==> src/cmt_pkg.sv <==
package cmt_pkg;

  localparam int          num_channels      = 2;
  localparam int          cnt_width         = 16;

  // Register byte offsets, one aligned word each, channel stride 0x10.
  localparam logic [7:0]  off_start         = 8'h00;
  localparam logic [7:0]  off_ctrl_status   = 8'h04;
  localparam logic [7:0]  off_counter       = 8'h08;
  localparam logic [7:0]  off_constant      = 8'h0c;
  localparam logic [7:0]  chan_stride       = 8'h10;
  localparam logic [7:0]  off_irq_status    = 8'h20;
  localparam logic [7:0]  off_irq_mask      = 8'h24;

  // Field positions.
  localparam int          run_bit_pos       = 0;
  localparam int          match_flag_pos    = 7;
  localparam int          req_sel_lo_pos    = 4;
  localparam int          clk_sel_lo_pos    = 0;

  // Reset values.
  localparam logic [15:0] start_reset       = 16'h0000;
  localparam logic [15:0] ctrl_reset        = 16'h0000;
  localparam logic [15:0] counter_reset     = 16'h0000;
  localparam logic [15:0] constant_reset    = 16'hffff;
  localparam logic [3:0]  irq_mask_reset    = 4'h0;

  // Prescaler: divide by 64 needs a 6-bit free-running counter.
  localparam int          presc_width       = 6;

  typedef enum logic [1:0] {
    div_4,
    div_8,
    div_16,
    div_64
  } clk_sel_e;

  typedef enum logic [1:0] {
    req_none,
    req_dma,
    req_irq,
    req_reserved
  } req_sel_e;

  typedef struct packed {
    logic     match_flag;
    req_sel_e req_sel;
    clk_sel_e clk_sel;
  } ctrl_s;

endpackage

==> src/cmt_timer.sv <==
// Added by the designer: the APB slave port and the address map.
module cmt_timer
  import cmt_pkg::*;
(
  // Clock and reset.
  input  wire logic                    pclk,
  input  wire logic                    presetn,
  // APB slave.
  input  wire logic                    psel,
  input  wire logic                    penable,
  input  wire logic                    pwrite,
  input  wire logic [7:0]              paddr,
  input  wire logic [31:0]             pwdata,
  output logic      [31:0]             prdata,
  output logic                         pready,
  output logic                         pslverr,
  // Per-channel requests.
  output logic      [num_channels-1:0] irq_req,
  output logic      [num_channels-1:0] dma_req,
  input  wire logic [num_channels-1:0] dma_ack,
  // Summary interrupt.
  output logic                         irq
);

  logic [presc_width-1:0]  presc_q;
  logic [num_channels-1:0] run_q;
  ctrl_s                   ctrl_q   [num_channels];
  logic [cnt_width-1:0]    cnt_q    [num_channels];
  logic [cnt_width-1:0]    cor_q    [num_channels];
  logic [num_channels-1:0] flag_seen_q;
  logic [num_channels-1:0] tick;
  logic [num_channels-1:0] match_ev;
  logic [3:0]              irq_stat_q;
  logic [3:0]              irq_mask_q;
  logic [3:0]              stat_set;
  logic [num_channels-1:0] flag_clr;
  logic                    wr_en;
  logic                    rd_en;

  // One prescaler is shared; each channel picks a tap, so channels stay phase related.
  function automatic logic tick_of(input clk_sel_e sel, input logic [presc_width-1:0] p);
    case (sel)
      div_4:   tick_of = (p[1:0] == 2'h3);
      div_8:   tick_of = (p[2:0] == 3'h7);
      div_16:  tick_of = (p[3:0] == 4'hf);
      div_64:  tick_of = (p == 6'h3f);
      default: tick_of = 1'b0;
    endcase
  endfunction

  function automatic logic hit(input logic [7:0] a, input logic [7:0] off);
    hit = (a == off);
  endfunction

  assign wr_en = psel && penable && pwrite;
  // Read side effects happen at the setup edge, where the read data is captured, so the
  // seen latch and the status clear agree with the value that software gets.
  assign rd_en = psel && !penable && !pwrite;

  always_ff @(posedge pclk or negedge presetn) begin
    if (!presetn) begin
      presc_q <= '0;
    end else begin
      presc_q <= presc_q + 6'h01;
    end
  end

  for (genvar c = 0; c < num_channels; c++) begin : g_ch
    localparam logic [7:0] base = chan_stride * 8'(c);

    assign tick[c]     = run_q[c] && tick_of(ctrl_q[c].clk_sel, presc_q);
    // Equality is acted on at the next counting clock, as the counter reloads.
    assign match_ev[c] = tick[c] && (cnt_q[c] == cor_q[c]);
    assign flag_clr[c] = wr_en && hit(paddr, base + off_ctrl_status) && flag_seen_q[c]
                         && !pwdata[match_flag_pos];

    always_ff @(posedge pclk or negedge presetn) begin
      if (!presetn) begin
        run_q[c] <= start_reset[0];
      end else if (wr_en && hit(paddr, base + off_start)) begin
        run_q[c] <= pwdata[run_bit_pos];
      end
    end

    always_ff @(posedge pclk or negedge presetn) begin
      if (!presetn) begin
        cnt_q[c] <= counter_reset;
      end else if (wr_en && hit(paddr, base + off_counter)) begin
        cnt_q[c] <= pwdata[15:0];
      end else if (match_ev[c]) begin
        cnt_q[c] <= '0;
      end else if (tick[c]) begin
        cnt_q[c] <= cnt_q[c] + 16'h0001;
      end
    end

    always_ff @(posedge pclk or negedge presetn) begin
      if (!presetn) begin
        cor_q[c] <= constant_reset;
      end else if (wr_en && hit(paddr, base + off_constant)) begin
        cor_q[c] <= pwdata[15:0];
      end
    end

    always_ff @(posedge pclk or negedge presetn) begin
      if (!presetn) begin
        ctrl_q[c] <= '{match_flag: ctrl_reset[match_flag_pos],
                       req_sel:    req_sel_e'(ctrl_reset[req_sel_lo_pos +: 2]),
                       clk_sel:    clk_sel_e'(ctrl_reset[clk_sel_lo_pos +: 2])};
      end else begin
        if (wr_en && hit(paddr, base + off_ctrl_status)) begin
          ctrl_q[c].req_sel <= req_sel_e'(pwdata[req_sel_lo_pos +: 2]);
          ctrl_q[c].clk_sel <= clk_sel_e'(pwdata[clk_sel_lo_pos +: 2]);
        end
        // A new match wins over a clear in the same cycle.
        if (match_ev[c]) begin
          ctrl_q[c].match_flag <= 1'b1;
        end else if (flag_clr[c]) begin
          ctrl_q[c].match_flag <= 1'b0;
        end
      end
    end

    // Remembers that software has seen the flag as 1; any flag clear forgets it.
    // A flag that rises after the read data was captured is not counted as seen.
    always_ff @(posedge pclk or negedge presetn) begin
      if (!presetn) begin
        flag_seen_q[c] <= 1'b0;
      end else if (!ctrl_q[c].match_flag || flag_clr[c]) begin
        flag_seen_q[c] <= 1'b0;
      end else if (rd_en && hit(paddr, base + off_ctrl_status)) begin
        flag_seen_q[c] <= 1'b1;
      end
    end

    always_ff @(posedge pclk or negedge presetn) begin
      if (!presetn) begin
        dma_req[c] <= 1'b0;
      end else if (match_ev[c] && ctrl_q[c].req_sel == req_dma) begin
        dma_req[c] <= 1'b1;
      end else if (dma_ack[c]) begin
        dma_req[c] <= 1'b0;
      end
    end

    // The interrupt holds until software clears the flag or sets req_sel to something other than req_irq.
    always_ff @(posedge pclk or negedge presetn) begin
      if (!presetn) begin
        irq_req[c] <= 1'b0;
      end else if (match_ev[c] && ctrl_q[c].req_sel == req_irq) begin
        irq_req[c] <= 1'b1;
      end else if (flag_clr[c] || ctrl_q[c].req_sel != req_irq) begin
        irq_req[c] <= 1'b0;
      end
    end

    // A counter write in the same cycle takes priority, so the counting checks leave it out.
    property p_reload;
      @(posedge pclk) disable iff (!presetn)
      match_ev[c] && !(wr_en && hit(paddr, base + off_counter)) |=> cnt_q[c] == 16'h0000;
    endproperty
    a_reload: assert property (p_reload)
      else $error("counter did not reload on match");

    property p_count_step;
      @(posedge pclk) disable iff (!presetn)
      tick[c] && !match_ev[c] && !(wr_en && hit(paddr, base + off_counter))
      |=> cnt_q[c] == $past(cnt_q[c]) + 16'h0001;
    endproperty
    a_count_step: assert property (p_count_step)
      else $error("counter did not step by one on a tick");

    property p_flag_set;
      @(posedge pclk) disable iff (!presetn)
      match_ev[c] |=> ctrl_q[c].match_flag;
    endproperty
    a_flag_set: assert property (p_flag_set)
      else $error("match flag not set");

    property p_no_spurious;
      @(posedge pclk) disable iff (!presetn)
      !ctrl_q[c].match_flag && !match_ev[c] |=> !ctrl_q[c].match_flag;
    endproperty
    a_no_spurious: assert property (p_no_spurious)
      else $error("match flag rose without a match");

    property p_clear_needs_read;
      @(posedge pclk) disable iff (!presetn)
      ctrl_q[c].match_flag && !flag_seen_q[c] && !match_ev[c] |=> ctrl_q[c].match_flag;
    endproperty
    a_clear_needs_read: assert property (p_clear_needs_read)
      else $error("match flag cleared without prior read");

    property p_clear_takes;
      @(posedge pclk) disable iff (!presetn)
      flag_clr[c] && !match_ev[c] |=> !ctrl_q[c].match_flag;
    endproperty
    a_clear_takes: assert property (p_clear_takes)
      else $error("match flag not cleared by a legal clear");

    property p_hold_stopped;
      @(posedge pclk) disable iff (!presetn)
      !run_q[c] && !(wr_en && hit(paddr, base + off_counter)) |=> $stable(cnt_q[c]);
    endproperty
    a_hold_stopped: assert property (p_hold_stopped)
      else $error("counter moved while stopped");

    property p_dma_flag;
      @(posedge pclk) disable iff (!presetn)
      dma_req[c] && dma_ack[c] && !match_ev[c] && !flag_clr[c]
      |=> !dma_req[c] && $stable(ctrl_q[c].match_flag);
    endproperty
    a_dma_flag: assert property (p_dma_flag)
      else $error("dma acceptance mishandled");

    property p_dma_rise;
      @(posedge pclk) disable iff (!presetn)
      match_ev[c] && ctrl_q[c].req_sel == req_dma |=> dma_req[c];
    endproperty
    a_dma_rise: assert property (p_dma_rise)
      else $error("dma request missing after match");

    property p_irq_rise;
      @(posedge pclk) disable iff (!presetn)
      match_ev[c] && ctrl_q[c].req_sel == req_irq |=> irq_req[c] && ctrl_q[c].match_flag;
    endproperty
    a_irq_rise: assert property (p_irq_rise)
      else $error("interrupt request missing after match");

    property p_irq_flag;
      @(posedge pclk) disable iff (!presetn)
      irq_req[c] |-> ctrl_q[c].match_flag;
    endproperty
    a_irq_flag: assert property (p_irq_flag)
      else $error("interrupt request without flag");

    property p_irq_drop;
      @(posedge pclk) disable iff (!presetn)
      irq_req[c] && flag_clr[c] && !match_ev[c] |=> !irq_req[c];
    endproperty
    a_irq_drop: assert property (p_irq_drop)
      else $error("interrupt request held after flag clear");

    property p_no_req;
      @(posedge pclk) disable iff (!presetn)
      match_ev[c] && ctrl_q[c].req_sel inside {req_none, req_reserved} && !dma_req[c]
      && !irq_req[c] |=> !dma_req[c] && !irq_req[c];
    endproperty
    a_no_req: assert property (p_no_req)
      else $error("request raised while requests are disabled");

    property p_div4_rate;
      @(posedge pclk) disable iff (!presetn)
      tick[c] && ctrl_q[c].clk_sel == div_4 && $stable(ctrl_q[c].clk_sel) && run_q[c]
      |=> !tick[c] [*3];
    endproperty
    a_div4_rate: assert property (p_div4_rate)
      else $error("divide-by-4 tick spacing wrong");

    c_match_irq: cover property (@(posedge pclk) disable iff (!presetn)
      match_ev[c] && ctrl_q[c].req_sel == req_irq);
    c_match_dma: cover property (@(posedge pclk) disable iff (!presetn)
      dma_req[c] && dma_ack[c]);
    c_flag_clear: cover property (@(posedge pclk) disable iff (!presetn) flag_clr[c]);
  end

  // Summary status: bits 1:0 interrupt requests seen, bits 3:2 DMA requests seen.
  assign stat_set = {match_ev & {ctrl_q[1].req_sel == req_dma, ctrl_q[0].req_sel == req_dma},
                     match_ev & {ctrl_q[1].req_sel == req_irq, ctrl_q[0].req_sel == req_irq}};

  // A read clears the status, but an event in the same cycle is kept.
  always_ff @(posedge pclk or negedge presetn) begin
    if (!presetn) begin
      irq_stat_q <= '0;
    end else if (rd_en && hit(paddr, off_irq_status)) begin
      irq_stat_q <= stat_set;
    end else begin
      irq_stat_q <= irq_stat_q | stat_set;
    end
  end

  always_ff @(posedge pclk or negedge presetn) begin
    if (!presetn) begin
      irq_mask_q <= irq_mask_reset;
    end else if (wr_en && hit(paddr, off_irq_mask)) begin
      irq_mask_q <= pwdata[3:0];
    end
  end

  always_ff @(posedge pclk or negedge presetn) begin
    if (!presetn) begin
      irq <= 1'b0;
    end else begin
      irq <= |(irq_stat_q & irq_mask_q);
    end
  end

  // Bus and summary interrupt checks.
  property p_ready_pulse;
    @(posedge pclk) disable iff (!presetn)
    psel && !penable |=> pready ##1 !pready;
  endproperty
  a_ready_pulse: assert property (p_ready_pulse)
    else $error("ready did not pulse for one access cycle");

  property p_err_reply;
    @(posedge pclk) disable iff (!presetn)
    psel && !penable && (paddr > off_irq_mask || paddr[1:0] != 2'h0)
    |=> pready && pslverr && prdata == 32'h0;
  endproperty
  a_err_reply: assert property (p_err_reply)
    else $error("unmapped access not refused");

  property p_irq_summary;
    @(posedge pclk) disable iff (!presetn)
    irq == |($past(irq_stat_q) & $past(irq_mask_q));
  endproperty
  a_irq_summary: assert property (p_irq_summary)
    else $error("summary interrupt does not follow status and mask");

  c_summary_irq: cover property (@(posedge pclk) disable iff (!presetn) $rose(irq));

  // Zero-wait-state slave; read data is registered during the setup phase.
  always_ff @(posedge pclk or negedge presetn) begin
    if (!presetn) begin
      prdata  <= '0;
      pready  <= 1'b0;
      pslverr <= 1'b0;
    end else begin
      pready  <= psel && !penable;
      pslverr <= 1'b0;
      prdata  <= '0;
      if (psel && !penable) begin
        for (int k = 0; k < num_channels; k++) begin
          if (hit(paddr, chan_stride * 8'(k) + off_start)) begin
            prdata <= {31'h0, run_q[k]};
          end
          if (hit(paddr, chan_stride * 8'(k) + off_ctrl_status)) begin
            prdata <= {24'h0, ctrl_q[k].match_flag, 1'b0, ctrl_q[k].req_sel,
                       2'h0, ctrl_q[k].clk_sel};
          end
          if (hit(paddr, chan_stride * 8'(k) + off_counter)) begin
            prdata <= {16'h0, cnt_q[k]};
          end
          if (hit(paddr, chan_stride * 8'(k) + off_constant)) begin
            prdata <= {16'h0, cor_q[k]};
          end
        end
        if (hit(paddr, off_irq_status)) begin
          prdata <= {28'h0, irq_stat_q};
        end
        if (hit(paddr, off_irq_mask)) begin
          prdata <= {28'h0, irq_mask_q};
        end
        if (paddr > off_irq_mask || paddr[1:0] != 2'h0) begin
          pslverr <= 1'b1;
        end
      end
    end
  end

endmodule // cmt_timer

==> config.mk <==
export PLATFORM = sky130hd
export DESIGN_NAME = cmt_timer
export DESIGN_NICKNAME = d
export VERILOG_FILES = /design/src/cmt_pkg.sv /design/src/cmt_timer.sv
export SDC_FILE = /design/constraint.sdc
export NUM_CORES = 1
export LEC_CHECK = 0
export CAP_MARGIN = 20
export CORE_MARGIN = 2
export CORE_UTILIZATION = 35
export CTS_BUF_LIST = sky130_fd_sc_hd__clkbuf_8
export CTS_CLUSTER_DIAMETER = 80
export CTS_CLUSTER_SIZE = 24
export DETAILED_ROUTE_END_ITERATION = 10
export DONT_BUFFER_PORTS = 1
export MAX_ROUTING_LAYER = met4
export PLACE_DENSITY = 0.58
export REMOVE_ABC_BUFFERS = 1
export SETUP_SLACK_MARGIN = 0.3
export SLEW_MARGIN = 20
export SYNTH_ARGS = -nofsm -noshare
export SYNTH_HDL_FRONTEND = slang
export SYNTH_SLANG_ARGS = --single-unit
==> constraint.sdc <==
create_clock -name pclk -period 4.6 [get_ports pclk]
set_clock_uncertainty 0.05 [all_clocks]
set_input_delay 0.46 -clock pclk [delete_from_list [all_inputs] [get_ports pclk]]
set_output_delay 0.46 -clock pclk [all_outputs]
set_load 0.01 [all_outputs]
==> flow_metrics.env <==
export IMPL_synth_area_leaders="dfrtp_1 (33%), dfstp_2 (13%), mux2_1 (6.9%), xnor2_1 (5.5%), a21oi_1 (3.5%)"
export IMPL_synth_most_common_cell="dfrtp_1"
export IMPL_io_buffers=0
export IMPL_synth_seq_cells=115
export IMPL_grt_pass1_vias=4800
export IMPL_vias=4905
export IMPL_hold_ws_ps=37.8
export IMPL_final_setup_tns_ps=0
export IMPL_fin_nets=684
export IMPL_start_kind="flip-flop"
export IMPL_cts_setup_buffers=0
export IMPL_ys_seq_area_frac=0.457
export IMPL_ctsResizeCount=0
export IMPL_syn_area_um2=6380
export IMPL_finalCritPeriodShare=0.556
export IMPL_wl_per_cell_um=19.8
export IMPL_synthArstFlopShare=1.00
export IMPL_drt_iter0_drc=428
export IMPL_rsz0062_at_grt="no"
export IMPL_io_pins=86
export IMPL_irDropWorstVdd_v=0.000195
export IMPL_required_ps=4880
export IMPL_wl_mm=17.3
export IMPL_outcome="completed"
export IMPL_clkTransAtPathRegs_ps=70
export IMPL_crit_type="reg -> reg"
export IMPL_synth_edf_count=0
export IMPL_cts_buffers=17
export IMPL_cp_arrival_ps=2840
export IMPL_cp_end_kind="flip-flop"
export IMPL_clk_latency_ps=460
export IMPL_synthTopCellsByCount="dfrtp_1 (83), nand2_1 (52), nor2_1 (49)"
export IMPL_hpwl_mm=12.6
export IMPL_antenna_found_initial=0
export IMPL_maxCapViolCount=0
export IMPL_syn_area_per_cell_um2=10.0
export IMPL_synth_top_area_share=0.326
export IMPL_yosys_warnings=0
export IMPL_cts_sinks=115
export IMPL_tritoncts="built"
export IMPL_synthCells=638
export IMPL_grt_pass1_wl_mm=27.2
export IMPL_die_x_um=139
export IMPL_finalSetupViolations=0
export IMPL_h_tree_depth=4
export IMPL_synth_flop_cell="dfrtp_1"
export IMPL_first_pass_iters=5
export IMPL_start_util=0.356
export IMPL_final_util=0.387
export IMPL_diodes=0
export IMPL_post_route_min_period_ps=2560
export IMPL_hold_class="in -> reg"
export IMPL_max_clock_freq_ghz=0.391
export IMPL_cellPowerDensity_nw_per_um2=319
export IMPL_core_area_um2=17900
export IMPL_drv_slew=0
export IMPL_place_ws_ps=1990
export IMPL_hold_viol=0
export IMPL_num_fill_cells=1786
export IMPL_grt_overflow_total=0
export IMPL_synth_largest_area_cell="dfrtp_1"
export IMPL_fp_dieArea_um2=19300
export IMPL_vias_per_cell=5.61
export IMPL_fin_ws_ps=2040
export IMPL_root_buffer="clkbuf_8"
export IMPL_grt_max_degree=116
export IMPL_crit_fanout=11
export IMPL_clock_path_buffers=2
export IMPL_ant_nets=0
export IMPL_synth_cell_type_count=62
export IMPL_track_usage=0.187
export IMPL_die_y_um=139
export IMPL_p_leak_nw=2.75
export IMPL_drcViolationCount=0
export IMPL_worst_slew_pin_slew_ps=869
export IMPL_gp_congestion=0.879
export IMPL_drive_above_1_share=0.152
export IMPL_slew_headroom=0.419
export IMPL_area_growth_pct=8.69
export IMPL_num_rows=49
[critical path, cell delays in order, from the launching register on]
cell and delay (ps):
dfrtp_1 400, ha_1 270, nand2_1 90, o32ai_2 560, and2_1 290, and2_1 430
nand2b_1 250, o21ai_1 100
[repair_timing]
| action | 4_1_cts | 5_1_grt |
|---|---|---|
| hold endpoints to repair | 115 | 0 |
| hold buffers | 2 | 0 |
| setup endpoints to repair | 0 | 0 |
[final timing paths]
| check | start | end | slack, ps | cells past startpoint |
|---|---|---|---|---|
| worst max-delay path | presc_q[0] | cnt_q[25] | 2040 | 7 |
| worst min-delay path | dma_ack[0] | dma_req[0] | 40 | 1 |
| worst max register to register | presc_q[0] | cnt_q[25] | 2040 | 7 |
| worst min register to register | presc_q[3] | presc_q[3] | 450 | 1 |
| max in group asynchronous | presetn | cor_q[31] | 3500 | 2 |
| min in group asynchronous | presetn | ctrl_q[2] | 570 | 2 |
[layer usage]
metal | GRT usage | wire length (µm)
met4 | 0.0766 | 412
met2 | 0.296 | 8470
met5 | - | 0
met1 | 0.237 | 7660
met3 | 0.0359 | 770
[flip-flops by register name, summed over array words and instances (netlist names), 2 cells and up]
signal,flops
cnt_q,32
cor_q,32
prdata,16
ctrl_q,10
presc_q,6
irq_mask_q,4
irq_stat_q,4
dma_req,2
flag_seen_q,2
irq_req,2
run_q,2
[placed cells by master, fill, tap and decap left out, types with 9 or more instances in the layout]
cell type / n
dfrtp_1: 83
nand2_1: 52
nor2_1: 49
a21oi_1: 44
xnor2_1: 40
mux2_1: 39
dfstp_2: 32
a22oi_1: 24
o21ai_0: 20
nand4_1: 19
o21ai_1: 19
clkbuf_8: 18
nand3_1: 17
conb_1: 16
nor3_1: 15
nor2b_1: 11
mux2_2: 11
and3_1: 10
a31oi_1: 9
[report_power, final]
part           internal [W]  total [W]  switching, W
clock network      0.000500   0.000953      0.000453
logic             0.0000723   0.000182      0.000109
registers           0.00104    0.00108     0.0000397
total               0.00161    0.00221      0.000602
[stage by stage]
stage          instances  power (W)  area [µm²]
2_1_floorplan        608    0.00121        6170
3_3_place_gp         841    0.00125        6490
3_5_place_dp         841    0.00125        6490
4_1_cts              875    0.00223        6930
5_1_grt              875    0.00230        6930
6_report             875    0.00221        6930
[final cells by class]
cell class	instances	area (µm²)	area share
multi-input combinational	485	3230	0.465
sequential	115	2920	0.421
timing repair buffer	6	67.6	0.00974
clock inverter	14	158	0.0227
clock buffer	18	248	0.0357
inverter	8	30.0	0.00433
tap	229	287	0.0413
[cells by family after synthesis]
kind of cell / synth area share
compound gates: 0.145
xor+xnor: 0.0618
fa+ha+maj: 0.00784
buf+inv: 0.0457
flops: 0.457
mux: 0.0930
other cells: 0.000588
simple gates: 0.189
(Power assumes the default switching activity.)
